`src/verilog/serial_ctrl_regs.svh`:
```
// Register map, field positions, reset values and rate constants
// Assumes byte addresses on APB are four times the register index
`ifndef SERIAL_CTRL_REGS_SVH
`define SERIAL_CTRL_REGS_SVH

// Register indices
`define IDX_SPI_STAT  20'h044a0
`define IDX_I2C_CMD   20'h044a6
`define IDX_I2C_ACK   20'h044a8
`define IDX_SPI_CFG   20'h044ac
`define IDX_RATE_LIN  20'h044b0
`define IDX_RATE_EXP  20'h044b2
`define IDX_MODE      20'h044c0
`define IDX_DATA      20'h044c2
`define IDX_INT_STAT  20'h044c4
`define IDX_INT_EN    20'h044c6
`define IDX_INT_CLR   20'h044c8
`define BYTE_ADDR(i)  ((i) << 2)

// Field positions
`define CFG_POL   0
`define CFG_PHA   1
`define CFG_ORD   2
`define CFG_RPT   3
`define CFG_MST   4
`define CFG_RXDRV 5
`define CMD_RECV  0
`define CMD_SEND  1
`define CMD_START 2
`define CMD_STOP  3

// Modes and values
`define MODE_OFF  2'h0
`define MODE_SPI  2'h2
`define MODE_I2C  2'h3
`define BUSY_BYTE 8'hff
`define RST_ZERO  8'h00

// Rate: reference and system clock in MHz
`define REF_MHZ   6'd24
`define CLK_MHZ   6'd50

`endif
```
`src/verilog/serial_ctrl_pkg.sv`:
```
// Types shared by the serial controller files
// Assumes the register header is on the include path
package serial_ctrl_pkg;

   typedef enum logic [1:0] {
      SPI_IDLE = 2'b01,
      SPI_XFER = 2'b10
   } spi_state_e;

   typedef enum logic [1:0] {
      I2C_IDLE = 2'b01,
      I2C_RUN  = 2'b10
   } i2c_state_e;

   // Open-drain pin drive towards the bus
   typedef struct packed {
      logic scl_o;
      logic scl_oe;
      logic sda_o;
      logic sda_oe;
   } i2c_drive_s;

   typedef struct packed {
      logic [5:0]  acc;
      logic [19:0] cnt;
      logic        tick;
   } rate_state_s;

   typedef struct packed {
      spi_state_e  st;
      i2c_state_e  ist;
      logic [1:0]  mode;
      logic [3:0]  lin;
      logic [3:0]  shf;
      logic [5:0]  cfg;
      logic        rpt;
      logic [3:0]  cmd;
      logic [3:0]  iop;
      logic        ack;
      logic [7:0]  txd;
      logic        txv;
      logic [7:0]  rxd;
      logic        rxv;
      logic        ovf;
      logic [7:0]  last;
      logic [7:0]  tsh;
      logic [7:0]  rsh;
      logic [3:0]  ecnt;
      logic        sck;
      logic [3:0]  bitn;
      logic [1:0]  step;
      logic        scl_lo;
      logic        sda_lo;
      logic [7:0]  ish;
      logic [2:0]  sy1;
      logic [2:0]  sy2;
      logic [2:0]  ist_r;
      logic [2:0]  ien;
      logic [31:0] prdata;
   } ctrl_state_s;

endpackage

```
`src/verilog/rate_gen.sv`:
```
// Serial bit-rate generator: one pulse per half SPI or quarter I2C clock period
// Assumes pclk at the system rate; the reference is made by a
// fractional accumulator
`timescale 1ns/1ps
`include "serial_ctrl_regs.svh"

module rate_gen (
   // Clock and reset
   input  wire logic       pclk,
   input  wire logic       presetn,
   // Settings
   input  wire logic       run,
   input  wire logic [3:0] lin,
   input  wire logic [3:0] shf,
   // Half-period pulse
   output logic            tick
);
   import serial_ctrl_pkg::*;

   rate_state_s s_r;
   rate_state_s s_nxt;
   logic [6:0]  sum;
   logic [19:0] lim;

   // Reference enable and divisor count
   always_comb begin
      s_nxt = s_r;
      s_nxt.tick = 1'b0;
      sum = {1'b0, s_r.acc} + {1'b0, `REF_MHZ};
      lim = (20'({lin} + 5'd1) << shf) - 20'd1;
      if (!run) begin
         s_nxt.acc = 6'h00;
         s_nxt.cnt = 20'h00000;
      end else if (sum >= {1'b0, `CLK_MHZ}) begin
         s_nxt.acc = 6'(sum - {1'b0, `CLK_MHZ});
         if (s_r.cnt >= lim) begin
            s_nxt.cnt = 20'h00000;
            s_nxt.tick = 1'b1;
         end else begin
            s_nxt.cnt = s_r.cnt + 20'd1;
         end
      end else begin
         s_nxt.acc = sum[5:0];
      end
   end

   // State register
   always_ff @(posedge pclk or negedge presetn) begin
      if (!presetn) begin
         s_r <= '0;
      end else begin
         s_r <= s_nxt;
      end
   end

   assign tick = s_r.tick;

endmodule

```
`src/verilog/serial_ctrl.sv`:
```
// Serial controller: rate, SPI master and I2C master behind APB
// Assumes 50 MHz pclk, external pull-ups on the I2C wires
//
// What this block does
// - SPI rate is 24 MHz over 2*(lin+1)*2^shift, I2C rate over 4*(lin+1)*2^shift, lin four bits
// - Four-bit shift field in its own register scales the divisor
// - Without receiver-driven, a transfer starts when transmit data waits
// - With receiver-driven, a transfer starts when receive space exists
// - Underrun sends 0xff, or repeats last byte when repeat is set
// - Repeat change applies only with transmit empty and shifter idle
// - Bit order clear shifts MSB first, set shifts LSB first
// - Phase clear samples on leading edge, set on second edge
// - Polarity clear gives rising leading edge, set falling
// - Receive overrun flag sets on overflow, clears on data read
// - After each received I2C byte drive ACK if set, else NACK
`timescale 1ns/1ps
`include "serial_ctrl_regs.svh"

module serial_ctrl (
   // Clock and reset
   input  wire logic                      pclk,
   input  wire logic                      presetn,
   // APB slave
   input  wire logic                      psel,
   input  wire logic                      penable,
   input  wire logic                      pwrite,
   input  wire logic [19:0]               paddr,
   input  wire logic [31:0]               pwdata,
   output logic                           pready,
   output logic [31:0]                    prdata,
   output logic                           pslverr,
   // SPI pins
   output logic                           spi_sck,
   output logic                           spi_mosi,
   input  wire logic                      spi_miso,
   // I2C pins
   input  wire logic                      scl_i,
   input  wire logic                      sda_i,
   output serial_ctrl_pkg::i2c_drive_s    i2c_drv,
   // Interrupt
   output logic                           irq
);
   import serial_ctrl_pkg::*;

   ctrl_state_s s_r;
   ctrl_state_s n;
   logic        tk;
   logic        wr;
   logic        rd;
   logic        setup;
   logic        hit;
   logic [31:0] rmux;
   logic [2:0]  ev;
   logic        miso_s;
   logic        scl_s;
   logic        sda_s;
   logic        lead;
   logic        samp;
   logic [7:0]  rnew;
   logic [7:0]  ld;
   logic        lsb;

   // Rate generator runs whenever the controller is enabled
   rate_gen u_rate (
      .pclk    (pclk),
      .presetn (presetn),
      .run     (s_r.mode != `MODE_OFF),
      .lin     (s_r.lin),
      .shf     (s_r.shf),
      .tick    (tk)
   );

   // APB phase decode
   assign setup = psel & ~penable;
   assign wr = psel & penable & pwrite;
   assign rd = psel & penable & ~pwrite;
   assign pready = 1'b1;
   assign prdata = s_r.prdata;
   assign pslverr = psel & penable & ~hit;

   // Second synchroniser stage feeds the logic; miso needs two pclk to arrive
   assign miso_s = s_r.sy2[0];
   assign scl_s = s_r.sy2[1];
   assign sda_s = s_r.sy2[2];
   assign lsb = s_r.cfg[`CFG_ORD];

   // Address decode and read mux
   always_comb begin
      hit = 1'b1;
      rmux = 32'h00000000;
      case (paddr)
         `BYTE_ADDR(`IDX_SPI_STAT): begin
            rmux[3] = ~s_r.txv & (s_r.st == SPI_IDLE);
            rmux[2] = ~s_r.txv;
            rmux[1] = s_r.rxv;
            rmux[0] = s_r.ovf;
         end
         `BYTE_ADDR(`IDX_I2C_CMD): begin
            rmux[3:0] = s_r.cmd;
         end
         `BYTE_ADDR(`IDX_I2C_ACK): begin
            rmux[0] = s_r.ack;
         end
         `BYTE_ADDR(`IDX_SPI_CFG): begin
            rmux[5:0] = s_r.cfg;
         end
         `BYTE_ADDR(`IDX_RATE_LIN): begin
            rmux[3:0] = s_r.lin;
         end
         `BYTE_ADDR(`IDX_RATE_EXP): begin
            rmux[3:0] = s_r.shf;
         end
         `BYTE_ADDR(`IDX_MODE): begin
            rmux[1:0] = s_r.mode;
         end
         `BYTE_ADDR(`IDX_DATA): begin
            rmux[7:0] = s_r.rxd;
         end
         `BYTE_ADDR(`IDX_INT_STAT): begin
            rmux[2:0] = s_r.ist_r;
         end
         `BYTE_ADDR(`IDX_INT_EN): begin
            rmux[2:0] = s_r.ien;
         end
         `BYTE_ADDR(`IDX_INT_CLR): begin
            rmux = 32'h00000000;
         end
         default: begin
            hit = 1'b0;
         end
      endcase
   end

   // Next-state logic for bus, SPI engine, I2C engine and interrupts
   always_comb begin
      n = s_r;
      ev = 3'b000;
      lead = ~s_r.ecnt[0];
      samp = lead ^ s_r.cfg[`CFG_PHA];
      rnew = lsb ? {miso_s, s_r.rsh[7:1]} : {s_r.rsh[6:0], miso_s};
      ld = s_r.txv ? s_r.txd : (s_r.rpt ? s_r.last : `BUSY_BYTE);
      n.sy1 = {sda_i, scl_i, spi_miso};
      n.sy2 = s_r.sy1;

      // Read data is captured in the setup phase
      if (setup) begin
         n.prdata = rmux;
      end

      // Register writes; rate and config are taken as written
      if (wr && hit) begin
         case (paddr)
            `BYTE_ADDR(`IDX_I2C_CMD):  n.cmd = pwdata[3:0];
            `BYTE_ADDR(`IDX_I2C_ACK):  n.ack = pwdata[0];
            `BYTE_ADDR(`IDX_SPI_CFG):  n.cfg = pwdata[5:0];
            `BYTE_ADDR(`IDX_RATE_LIN): n.lin = pwdata[3:0];
            `BYTE_ADDR(`IDX_RATE_EXP): n.shf = pwdata[3:0];
            `BYTE_ADDR(`IDX_MODE):     n.mode = pwdata[1:0];
            `BYTE_ADDR(`IDX_INT_EN):   n.ien = pwdata[2:0];
            `BYTE_ADDR(`IDX_INT_CLR):  n.ist_r = s_r.ist_r & ~pwdata[2:0];
            `BYTE_ADDR(`IDX_DATA): begin
               n.txd = pwdata[7:0];
               n.txv = 1'b1;
            end
            default: begin
               n.txv = n.txv;
            end
         endcase
      end

      // Reading the data port pops the byte and clears overrun
      if (rd && paddr == `BYTE_ADDR(`IDX_DATA)) begin
         n.rxv = 1'b0;
         n.ovf = 1'b0;
      end

      // SPI engine
      case (s_r.st)
         SPI_IDLE: begin
            n.sck = 1'b0;
            n.ecnt = 4'h0;
            if (!s_r.txv) begin
               n.rpt = s_r.cfg[`CFG_RPT];
            end
            if (s_r.mode == `MODE_SPI &&
                (s_r.cfg[`CFG_RXDRV] ? !s_r.rxv
                                     : s_r.txv)) begin
               n.st = SPI_XFER;
               n.tsh = ld;
               if (s_r.txv) begin
                  n.last = s_r.txd;
                  n.txv = 1'b0;
               end
            end
         end
         SPI_XFER: begin
            if (tk) begin
               n.sck = ~s_r.sck;
               n.ecnt = s_r.ecnt + 4'h1;
               if (samp) begin
                  n.rsh = rnew;
               end else if (!(s_r.cfg[`CFG_PHA] && s_r.ecnt == 4'h0)) begin
                  n.tsh = lsb ? {1'b0, s_r.tsh[7:1]}
                              : {s_r.tsh[6:0], 1'b0};
               end
               if (s_r.ecnt == 4'hf) begin
                  n.st = SPI_IDLE;
                  n.rxd = samp ? rnew : s_r.rsh;
                  n.rxv = 1'b1;
                  ev[0] = 1'b1;
                  if (s_r.rxv && !(rd && paddr == `BYTE_ADDR(`IDX_DATA))) begin
                     n.ovf = 1'b1;
                     ev[1] = 1'b1;
                  end
               end
            end
         end
         default: begin
            n.st = SPI_IDLE;
         end
      endcase

      // I2C engine: four quarter steps per bit or condition
      case (s_r.ist)
         I2C_IDLE: begin
            n.step = 2'h0;
            n.bitn = 4'h0;
            if (s_r.mode == `MODE_I2C && s_r.cmd != 4'h0) begin
               n.ist = I2C_RUN;
               if (s_r.cmd[`CMD_STOP]) begin
                  n.iop = 4'b1000;
               end else if (s_r.cmd[`CMD_START]) begin
                  n.iop = 4'b0100;
               end else if (s_r.cmd[`CMD_SEND]) begin
                  n.iop = 4'b0010;
                  n.ish = s_r.txd;
                  n.txv = 1'b0;
               end else begin
                  n.iop = 4'b0001;
               end
            end
         end
         I2C_RUN: begin
            if (tk) begin
               case (s_r.step)
                  2'h0: begin
                     n.step = 2'h1;
                     if (s_r.iop[`CMD_STOP]) begin
                        n.sda_lo = 1'b1;
                     end else if (s_r.iop[`CMD_START]) begin
                        n.sda_lo = 1'b0;
                     end else if (s_r.bitn == 4'h8) begin
                        n.sda_lo = s_r.iop[`CMD_RECV] & s_r.ack;
                     end else begin
                        n.sda_lo = s_r.iop[`CMD_SEND] & ~s_r.ish[7];
                     end
                  end
                  2'h1: begin
                     n.step = 2'h2;
                     n.scl_lo = 1'b0;
                  end
                  2'h2: begin
                     // Waits while a slave stretches the clock
                     if (scl_s) begin
                        n.step = 2'h3;
                        if (s_r.iop[`CMD_STOP]) begin
                           n.sda_lo = 1'b0;
                        end else if (s_r.iop[`CMD_START]) begin
                           n.sda_lo = 1'b1;
                        end else if (s_r.bitn != 4'h8) begin
                           n.ish = {s_r.ish[6:0], sda_s};
                        end
                     end
                  end
                  default: begin
                     n.step = 2'h0;
                     n.scl_lo = ~s_r.iop[`CMD_STOP];
                     n.bitn = s_r.bitn + 4'h1;
                     if (s_r.iop[`CMD_STOP] || s_r.iop[`CMD_START] ||
                         s_r.bitn == 4'h8) begin
                        n.ist = I2C_IDLE;
                        n.cmd = n.cmd & ~s_r.iop;
                        ev[2] = 1'b1;
                        if (s_r.iop[`CMD_RECV]) begin
                           n.rxd = s_r.ish;
                           n.rxv = 1'b1;
                           if (s_r.rxv) begin
                              n.ovf = 1'b1;
                              ev[1] = 1'b1;
                           end
                        end
                     end
                  end
               endcase
            end
         end
         default: begin
            n.ist = I2C_IDLE;
         end
      endcase

      // Sticky interrupt status; a new event beats a clear
      n.ist_r = n.ist_r | ev;
   end

   // State register
   always_ff @(posedge pclk or negedge presetn) begin
      if (!presetn) begin
         s_r <= '0;
         s_r.st <= SPI_IDLE;
         s_r.ist <= I2C_IDLE;
      end else begin
         s_r <= n;
      end
   end

   // Pin drive
   assign spi_sck = s_r.sck ^ s_r.cfg[`CFG_POL];
   assign spi_mosi = lsb ? s_r.tsh[0] : s_r.tsh[7];
   assign i2c_drv.scl_o = 1'b0;
   assign i2c_drv.scl_oe = s_r.scl_lo;
   assign i2c_drv.sda_o = 1'b0;
   assign i2c_drv.sda_oe = s_r.sda_lo;

   // Level interrupt from enabled status bits
   assign irq = |(s_r.ist_r & s_r.ien);

endmodule

```
`config.mk`:
```
export PLATFORM = sky130hd
export DESIGN_NAME = serial_ctrl
export DESIGN_NICKNAME = d
export VERILOG_FILES = /design/src/verilog/serial_ctrl_pkg.sv /design/src/verilog/rate_gen.sv /design/src/verilog/serial_ctrl.sv
export VERILOG_INCLUDE_DIRS = /design/src /design/src/verilog
export SDC_FILE = /design/constraint.sdc
export NUM_CORES = 1
export LEC_CHECK = 0
export BUFFER_PORTS_ARGS = -buffer_cell sky130_fd_sc_hd__buf_4
export CORE_ASPECT_RATIO = 0.9
export CORE_MARGIN = 1
export CORE_UTILIZATION = 25
export DETAILED_ROUTE_END_ITERATION = 12
export HOLD_SLACK_MARGIN = 0.12
export PLACE_DENSITY_LB_ADDON = 0.12
export SLEW_MARGIN = 20
export SYNTH_ARGS = -nofsm -noshare
export SYNTH_HDL_FRONTEND = slang
export SYNTH_SLANG_ARGS = --single-unit
export TNS_END_PERCENT = 10
```
`constraint.sdc`:
```
create_clock -name pclk -period 4.4 [get_ports pclk]
set_input_delay 0.22 -clock pclk [delete_from_list [all_inputs] [get_ports pclk]]
set_output_delay 0.22 -clock pclk [all_outputs]
set_load 0.05 [all_outputs]
```
==> results of run 1 <==
worst paths after layout:
path	slack (ns)	cells after the start	start	end
min reg2reg	0.35	0	n[39]	s_r[39]
max	0.15	21	s_r[129]	u_rate.s_r[13]
max reg2reg	0.15	21	s_r[129]	u_rate.s_r[13]
min in group asynchronous	0.43	2	presetn	miso_s
max in group asynchronous	2.96	3	presetn	s_r[134]
min	0.14	3	pwdata[2]	s_r[126]
worst max-delay path, cell delays in order, from the launching register on:
cell and delay (ns):
dfrtp_1 0.41, ha_4 0.27, or2_4 0.26, and3_4 0.17
nand2_2 0.08, ha_4 0.17, nand2_4 0.06, a2bb2oi_4 0.15
a211oi_4 0.24, buf_4 0.15, nand3b_2 0.09, o311a_1 0.36
a21oi_2 0.13, ha_1 0.25, a21o_1 0.19, a21oi_2 0.15
nand3_1 0.11, a21o_1 0.19, a21o_1 0.23, buf_12 0.17
nor4_2 0.25, a21o_1 0.11
metrics by stage:
stage / setup TNS, ns / setup WS (ns)
after floorplan: 0 / 0.00736
after global placement: -0.646 / -0.0799
after detailed placement: -1.65 / -0.189
after CTS: 0 / 0.0132
after global routing: -0.523 / -0.0680
final: 0 / 0.146
logic make-up after synthesis:
| kind of cell | count (synthesis) |
|---|---|
| xor gates and xnor gates | 23 |
| other | 2 |
| buffers and inverters | 115 |
| DFF | 140 |
| adders and majority gates | 37 |
| and+or+nand+nor | 355 |
| AOI/OAI and AO/OA | 230 |
| muxes | 62 |
cell usage after synthesis (10+ instances only):
cell type / number
a21o_1: 12
a21oi_1: 60
buf_2: 10
buf_4: 39
clkbuf_1: 24
dfrtp_1: 138
ha_1: 37
inv_1: 33
mux2_2: 42
mux2i_1: 19
nand2_1: 105
nand3_1: 39
nor2_1: 81
nor2b_1: 18
nor3_1: 21
o21ai_0: 58
o22ai_1: 11
or3_1: 11
xnor2_1: 11
xor2_1: 11
final cells by class:
| cell class | instances | area (sq um) | area share (%) |
|---|---|---|---|
| sequential | 140 | 3510 | 32.3 |
| timing repair buffer | 139 | 1120 | 10.3 |
| multi-input combinational | 734 | 4920 | 45.4 |
| clock buffer | 19 | 433 | 3.99 |
| inverter | 38 | 143 | 1.31 |
| tap | 462 | 578 | 5.33 |
| clock inverter | 13 | 144 | 1.33 |
repair_timing:
action	4_1_cts	5_1_grt
cloned	0	1
pin swaps	5	20
gates resized for setup	5	42
setup buffers	2	6
hold buffers	11	0
endpoints found under the setup margin	18	20
hold endpoints to repair	94	0
state kept, by name, indices dropped and copies added (netlist names):
signal and flops:
i2c_drv 2, lsb 1, miso_s 1, n 3
prdata 8, s_r 99, u_rate.s_r 25, u_rate.tick 1
per-layer routing:
layer  vias up  track usage [%]
met5         -                0
met1      3515             22.9
met3        15             3.30
li1       3630                -
met4         0             3.75
met2       128             22.0
where the power goes:
group / switching [W] / leakage [nW] / internal (W)
registers: 0.00000369 / 1.89 / 0.00129
logic: 0.000129 / 2.69 / 0.0000415
clock network: 0.000632 / 0.276 / 0.000841
total: 0.000765 / 4.85 / 0.00218
==> results.md, run 1 <==
- Number of synthesis warnings: 0
- Crit Path Category: flop to flop
- Clock slew at reported path FFs: 0.07 ns
- Fraction of registers with async set/reset: 100%
- Largest family of logic cells by synthesized area: simple AND/OR/NAND/NOR gates
- Max-slew headroom: 28.4%
- Drt wl/cell: 17.2 um
- Inst Count DP: 1493
- CTS H-tree depth: 4
- Clock Tree Buf Depth: 2
- PD cells: 271 nW/um^2
- Port Buf Inserts: 49
- Cells after Synth: 964
- CTS tree: built
- Vias in the first global route: 7153
- Final Hold Viols: 0
- Area Overhead vs Synth: 23.8%
- Final Util: 31.7%
- Final period util: 96.7%
- Clock skew: 0.0152 ns
- Largest net degree at the start of global routing: 83
- Multiplexer share of the synthesized area: 7.74%
- Die H: 180 um
- Xor-xnor portion of the synthesized cell area: 2.39%
- Core area: 34300 sq um
- Adder-cell area share of the yosys netlist: 5.28%
- Starting Density: 25.6%
- DR iter-0 viols: 356
- Setup violation total in the final timing report: 0
- Synth Area in Compound Gates: 17.2%
- Ys flop type: dfrtp_1
- Synth top area cells: dfrtp_1 39%, mux2_2 5.4%, ha_1 5.3%, nand2_1 4.5%, nor2_1 3.5%
- Simple-Gate Fraction of Synth Area: 20.4%
- Tmin final: 4.25 ns
- Global-route wire length before repair: 41900 um
- Most frequent cells in the layout: 135 x dfrtp_1, 123 x buf_4, 103 x nand2_1
- Final instance area: 10800 sq um
- Critical path data required time: 4.78 ns
- Clock Tree Root: clkbuf_16
- Yosys top cell by area: dfrtp_1
- Min-Delay Path Class: input port to flop
- Total power: 0.00294 W
- Metal-1 WL: 13900 um
- # diodes: 0
- Initial antenna violation count: 0
- Fmax: 235 MHz
- CTS buffer count: 17
- Peak VDD IR: 0.220 mV
- Top-area cell type share of the netlist area: 39.4%
- FF+latch count, synth: 140
- # clock sinks: 140
- Pins Over Slew Limit: 0
- Top sig layer: met4
- Routed wire length: 26600 um
- WL met3: 990 um
- DRC errors left: 0
- Post-route ant nets: 0
- Worst Path Arrival: 4.63 ns
- Post-synth EDFFs: 0
- Worst setup SP type: flop
- Via count: 7288
- Number of cell rows: 64
- RSZ-0062 raised after global routing: true
- Die area: 35800 sq um
- Worst-Skew Late Latency: 0.44 ns
- Routed wl met2: 11400 um
- Post-Syn Area: 8760 sq um
- Drt first pass iters: 5
- Seq/Total Area, Yosys: 40.0%
- Syn_area_per_cell: 9.09 sq um
- Final GP Congestion: 0.818
- CP max FO: 13
- DP Area: 9890 sq um
- Worst slew pin tran: 1.07 ns
- Layout cells sized above 1: 23.5%
- Vias/cell: 4.72
- Leak Pwr: 4.85 nW
- Io pins: 101
- Layout Cells excl Fill: 1545
- Nets: 1167
- Netlist cell types: 86
- Hold WS: 0.139 ns
- Commonest non-fill, non-tap cell in the layout: dfrtp_1
- Status: complete, no violations
- Max-cap violation count: 0
- Crit. End Element: flop
- Grt ovf: 0
- Dpl hpwl: 19300 um
- Die width: 199 um
- Filler cell count: 3681
- GRT Util Overall: 15.3%
No activity file was read; power rests on OpenSTA's default activity.
==> run 2, diff against run 1 <==
--- a/config.mk
+++ b/config.mk
@@ -8,11 +8,12 @@
 export LEC_CHECK = 0
 export BUFFER_PORTS_ARGS = -buffer_cell sky130_fd_sc_hd__buf_4
 export CORE_ASPECT_RATIO = 0.9
-export CORE_MARGIN = 1
+export CORE_MARGIN = 5
 export CORE_UTILIZATION = 25
 export DETAILED_ROUTE_END_ITERATION = 12
 export HOLD_SLACK_MARGIN = 0.12
 export PLACE_DENSITY_LB_ADDON = 0.12
+export RECOVER_POWER = 25
 export SLEW_MARGIN = 20
 export SYNTH_ARGS = -nofsm -noshare
 export SYNTH_HDL_FRONTEND = slang
==> run 2 against run 1 <==
The run now ends with max-capacitance violations, max-slew violations left; combinational power hardly changed; worst setup slack worse by 0.10 ns; via count is 0.14% lower; final area is 0.57% higher; first-iteration DRC count is 3.1% higher; largest power group unchanged; non-clock buffer count is 4 lower; hold slack better by 0.0060 ns; die area is 8.6% higher; count of clock-buffer cells in the layout is 2 lower; critical path type unchanged; sequential cell count stayed put.
==> results.md, run 2 (synthesized netlist as in run 1, its figures left out) <==
- Area Overhead vs Synth: 24.5%
- Port Buf Inserts: 49 (unchanged)
- Worst setup SP type: flop
- CP max FO: 4 (-9)
- Final Util: 31.3% (-0.31 points)
- Commonest non-fill, non-tap cell in the layout: dfrtp_1
- Drt wl/cell: 17.1 um (-0.90%)
- Most frequent cells in the layout: 137 x dfrtp_1, 114 x buf_4, 101 x nand2_1
- Pins Over Slew Limit: 80 (+80)
- Layout cells sized above 1: 24.6% (+1.0 points)
- CP bufs+invs: 2 (unchanged)
- Initial antenna violation count: 0 (unchanged)
- Drt first pass iters: 5 (unchanged)
- # diodes: 0 (unchanged)
- Largest net degree at the start of global routing: 80 (-3.6%)
- Die area: 38900 sq um (+8.6%)
- CP top delay family: compound AO/OA/AOI/OAI gates
- Post-route ant nets: 0 (unchanged)
- Status: finished, violations left
- Core area: 34800 sq um (+1.6%)
- Clock Tree Buf Depth: 2 (unchanged)
- Dpl hpwl: 19500 um (+0.99%)
- Max-slew headroom: -44.8% (-73 points)
- DRC errors left: 0 (unchanged)
- Fin worst setup slack: 0.0452 ns (-0.101 ns)
- # clock sinks: 140 (unchanged)
- Worst slew pin tran: 2.17 ns (+1.10 ns)
- Inst Count DP: 1495 (+0.13%)
- Worst Path Arrival: 4.72 ns (+0.09 ns)
- Final period util: 99.0% (+2.3 points)
- Vias in the first global route: 7062 (-1.3%)
- CTS tree: built
- Top reg by flops: s_r
- Global-route wire length before repair: 41200 um (-1.7%)
- Hold WS: 0.145 ns (+0.00603 ns)
- Clock skew: 0.0196 ns (+0.00441 ns)
- Crit-path cells: ha_4 > xor2_1 > a21bo_1 > a211o_1 > or3_4 > a211oi_2 > and2_4 > xnor2_1 > ha_1 > a21oi_2 > o21ai_2 > a2111oi_2 > o41ai_2 > a21o_1 > buf_6 > a21oi_4 > clkbuf_16 > a21oi_1 > o21ai_1
- Setup violation total in the final timing report: 0 (unchanged)
- Via count: 7278 (-0.14%)
- Number of cell rows: 65 (+1.6%)
- CP peak stage delay: 0.41 ns (about the same)
- Die width: 207 um (+4.0%)
- Min-Delay Path Class: input port to flop
- Max-cap violation count: 1 (+1)
- Starting Density: 25.2% (-0.39 points)
- Tmin final: 4.35 ns (+0.101 ns)
- Peak VDD IR: 0.220 mV (about the same)
- RSZ-0062 raised after global routing: true
- GRT Util Overall: 13.3% (-2.0 points)
- Clock slew at reported path FFs: 0.07 ns (about the same)
- Grt ovf: 0 (unchanged)
- Nets: 1163 (-0.34%)
- Fmax: 230 MHz (-2.3%)
- Setup TNS: 0 ns (unchanged)
- Filler cell count: 3744 (+1.7%)
- Layout Cells excl Fill: 1548 (+0.19%)
- Final Hold Viols: 0 (unchanged)
- Clock Tree Root: clkbuf_16
- PD cells: 264 nW/um^2 (-2.5%)
- CTS H-tree depth: 4 (unchanged)
- Vias/cell: 4.70 (-0.33%)
- Leak Pwr: 4.87 nW (+0.39%)
- Io pins: 101 (unchanged)
- Max reg flops: 99 (unchanged)
- Crit. End Element: flop
- Routed wire length: 26400 um (-0.70%)
- CTS buffer count: 17 (unchanged)
- Violated checks: max-capacitance violations, max-slew violations
- Slowest CP cell: dfrtp_1
- Die H: 188 um (+4.5%)
- Critical path data required time: 4.76 ns (-0.02 ns)
- Final GP Congestion: 0.836 (+2.3%)
- Worst-Skew Late Latency: 0.45 ns (about the same)
- DR iter-0 viols: 367 (+3.1%)
- Crit Path Category: flop to flop
- Post-Place Setup Slack: -0.225 ns (-0.0364 ns)
## run 2: area by class of cell
| type | count | area [sq um] | area share, % |
|---|---|---|---|
| flip-flops and latches | 140 | 3510 | 32.1 |
| repair buffers | 135 | 1100 | 10.0 |
| clock inverters | 15 | 144 | 1.32 |
| inverters | 38 | 143 | 1.31 |
| clock buffers | 17 | 425 | 3.90 |
| multi-input cells | 734 | 5010 | 45.9 |
| well taps | 469 | 587 | 5.38 |
## run 2: metal layers
metal	vias up	track usage, %	share of wire [%]
met5	-	0	0
met4	0	3.56	1.5
met3	24	2.58	3.0
met2	111	19.9	44
met1	3525	19.6	52
li1	3618	-	-
## run 2: tightest hold or removal path: stages
cell and delay, ns:
buf_4 0.17, nand2_1 0.07, o21ai_0 0.07
## run 2: metrics by stage
| step | area (sq um) | power [W] |
|---|---|---|
| 6_report | 10900 | 0.00288 |
| 5_1_grt | 10900 | 0.00300 |
| 4_1_cts | 10500 | 0.00294 |
| 3_5_place_dp | 9850 | 0.00149 |
| 3_3_place_gp | 9850 | 0.00149 |
| 2_1_floorplan | 8850 | 0.00143 |
## run 2: where the power goes
part	internal [W]	total (W)	switching, W	leakage, nW
Clock	0.000750	0.00142	0.000666	0.280
Sequential	0.00129	0.00130	0.00000560	1.89
Combinational	0.0000414	0.000169	0.000128	2.70
## run 2: final timing paths
kind	startpoint	cells after the start	endpoint	slack, ns
worst min register to register	n[39]	0	s_r[39]	0.35
worst max register to register	s_r[129]	19	u_rate.s_r[6]	0.05
worst max-delay path	s_r[129]	19	u_rate.s_r[6]	0.05
min in group asynchronous	presetn	2	s_r[97]	0.98
worst min-delay path	pwdata[0]	3	s_r[124]	0.14
max in group asynchronous	presetn	2	s_r[124]	2.00
## run 2: what timing repair did
action                                 4_1_cts  5_1_grt
pin swaps                                    2       29
hold buffers                                12        0
gates cloned                                 0        2
setup buffers                                0        7
endpoints found under the hold margin       94        0
setup endpoints to repair                   19       20
resized for setup                            4       58
==> run 3, diff against run 2 <==
--- a/config.mk
+++ b/config.mk
@@ -8,7 +8,7 @@
 export LEC_CHECK = 0
 export BUFFER_PORTS_ARGS = -buffer_cell sky130_fd_sc_hd__buf_4
 export CORE_ASPECT_RATIO = 0.9
-export CORE_MARGIN = 5
+export CORE_MARGIN = 2
 export CORE_UTILIZATION = 25
 export DETAILED_ROUTE_END_ITERATION = 12
 export HOLD_SLACK_MARGIN = 0.12
==> run 3 against run 2 <==
The run still ends with max-capacitance violations, max-slew violations left; clock power up 6%; largest cell class unchanged; non-clock buffer count decreased by 3; largest power group unchanged; highest routed layer unchanged; count of clock-buffer cells in the layout rose by 3; final area is essentially flat; register-to-register slack improved by 0.10 ns.
==> results.md, run 3 (synthesized netlist as in run 1, its figures left out) <==
- Pins Over Slew Limit: 86 (+7.5%)
- GRT Util Overall: 14.6% (+1.3 points)
- Initial antenna violation count: 0 (unchanged)
- Vias/cell: 4.71 (+0.19%)
- Max reg flops: 99 (unchanged)
- Max-slew headroom: -53.2% (-8.3 points)
- Number of cell rows: 65 (unchanged)
- Largest net degree at the start of global routing: 86 (+7.5%)
- # diodes: 0 (unchanged)
- Drt wl/cell: 16.9 um (-0.74%)
- RSZ-0062 raised after global routing: true
- Worst slew pin tran: 2.30 ns (+0.125 ns)
- DP Area: 9870 sq um (+0.20%)
- Leak Pwr: 4.88 nW (+0.21%)
- CP peak stage delay: 0.41 ns (about the same)
- Dpl hpwl: 19300 um (-0.92%)
- Critical path data required time: 4.76 ns (about the same)
- Status: finished, violations left
- Peak VDD IR: 0.255 mV (+16%)
- Setup violation total in the final timing report: 0 (unchanged)
- Most frequent cells in the layout: 136 x dfrtp_1, 113 x buf_4, 103 x nand2_1
- Worst Path Arrival: 4.61 ns (-0.11 ns)
- Final period util: 96.6% (-2.4 points)
- Setup TNS: 0 ns (unchanged)
- # clock sinks: 140 (unchanged)
- Max-cap violation count: 1 (unchanged)
- Die width: 201 um (-2.9%)
- Most numerous cell on the critical path: buf_4
- Die H: 182 um (-3.2%)
- Io pins: 101 (unchanged)
- Tmin final: 4.25 ns (-0.104 ns)
- Port Buf Inserts: 49 (unchanged)
- Final Hold Viols: 0 (unchanged)
- Via count: 7278 (unchanged)
- Worst-Skew Late Latency: 0.44 ns (about the same)
- Global-route wire length before repair: 41500 um (+0.65%)
- Crit-path cells: buf_4 > buf_4 > a31oi_4 > nor3_1 > a211o_1 > or3_4 > a211oi_2 > and2_4 > xnor2_2 > ha_1 > a21oi_2 > o21ai_2 > a2111oi_2 > o41ai_1 > a21o_1 > a21o_4 > buf_12 > or3_1 > o21ai_1
- Top reg by flops: s_r
- CTS tree: built
- Inst Count DP: 1496 (+0.067%)
- DR iter-0 viols: 453 (+23%)
- PD cells: 273 nW/um^2 (+3.4%)
- Clock Tree Root: clkbuf_16
- Layout Cells excl Fill: 1545 (-0.19%)
- Worst setup SP type: flop
- Area Overhead vs Synth: 24.5% (about the same)
- CTS H-tree depth: 4 (unchanged)
- Core area: 34800 sq um (unchanged)
- Clock skew: 0.0153 ns (-0.00430 ns)
- Grt ovf: 0 (unchanged)
- Drt first pass iters: 5 (unchanged)
- Violated checks: max-capacitance violations, max-slew violations
- Commonest non-fill, non-tap cell in the layout: dfrtp_1
- Final Util: 31.3% (about the same)
- Final GP Congestion: 0.844 (+0.94%)
- Min-Delay Path Class: input port to flop
- Hold WS: 0.149 ns (+0.00462 ns)
- Final instance area: 10900 sq um (about the same)
- Crit. End Element: flop
- Clock Tree Buf Depth: 2 (unchanged)
- Slowest CP cell: dfrtp_1
- Post-route ant nets: 0 (unchanged)
- Fmax: 235 MHz (+2.5%)
- CP max FO: 6 (+2)
- Die area: 36600 sq um (-6.0%)
- Vias in the first global route: 6994 (-0.96%)
- CTS buffer count: 17 (unchanged)
- DRC errors left: 0 (unchanged)
- Nets: 1160 (-0.26%)
- Layout cells sized above 1: 23.7% (-0.86 points)
- Starting Density: 25.2% (unchanged)
- Clock slew at reported path FFs: 0.06 ns (about the same)
- Routed wire length: 26200 um (-0.93%)
- Crit Path Category: flop to flop
run 3: cell type report:
cell class / count / area, sq um
flip-flops and latches: 140 / 3510
inverters: 38 / 143
well taps: 469 / 587
clock inverters: 12 / 146
clock buffers: 20 / 457
fillers: 3810 / 23900
repair buffers: 132 / 1080
multi-input cells: 734 / 4990
run 3: metrics by stage:
step | power (W) | worst slack [ns]
after floorplan | 0.00143 | 0.00736
after global placement | 0.00149 | -0.0901
after detailed placement | 0.00149 | -0.118
after CTS | 0.00304 | 0.0269
after global routing | 0.00311 | -0.0557
final | 0.00298 | 0.150
run 3: what timing repair did:
| item | 4_1_cts | 5_1_grt |
|---|---|---|
| pin swaps | 2 | 26 |
| setup endpoints to repair | 15 | 18 |
| hold endpoints to repair | 97 | 0 |
| hold buffers | 11 | 0 |
| buffers inserted | 0 | 4 |
| cloned | 0 | 2 |
| gates resized for setup | 5 | 48 |
run 3: final timing paths:
check | end | slack, ns | cells past startpoint | startpoint
setup / recovery | u_rate.s_r[7] | 0.15 | 19 | s_r[129]
hold / removal | s_r[89] | 0.15 | 3 | pwrite
setup reg to reg | u_rate.s_r[7] | 0.15 | 19 | s_r[129]
hold reg to reg | s_r[40] | 0.35 | 0 | n[40]
max in group asynchronous | s_r[134] | 1.93 | 3 | presetn
min in group asynchronous | miso_s | 1.03 | 2 | presetn
run 3: per-layer routing:
layer  up-vias  track usage [%]  routed length, um
li1       3606                -                  -
met1      3552             21.8              13900
met2       108             21.8              11400
met3        12             2.69                709
met4         0             3.21                187
met5         -                0                  0
run 3: worst max-delay path, delay by kind of cell, from the launching register on:
kind | cells | cell delay [ns]
adders and majority gates | 1 | 0.34
buffers and inverters | 3 | 0.43
xor gates and xnor gates | 1 | 0.07
DFF | 1 | 0.41
AOI/OAI and AO/OA | 10 | 1.95
and+or+nand+nor | 4 | 0.98
run 3: where the power goes:
part	switching (W)	internal (W)
Clock	0.000632	0.000882
Sequential	0.00000531	0.00129
Combinational	0.000127	0.0000409
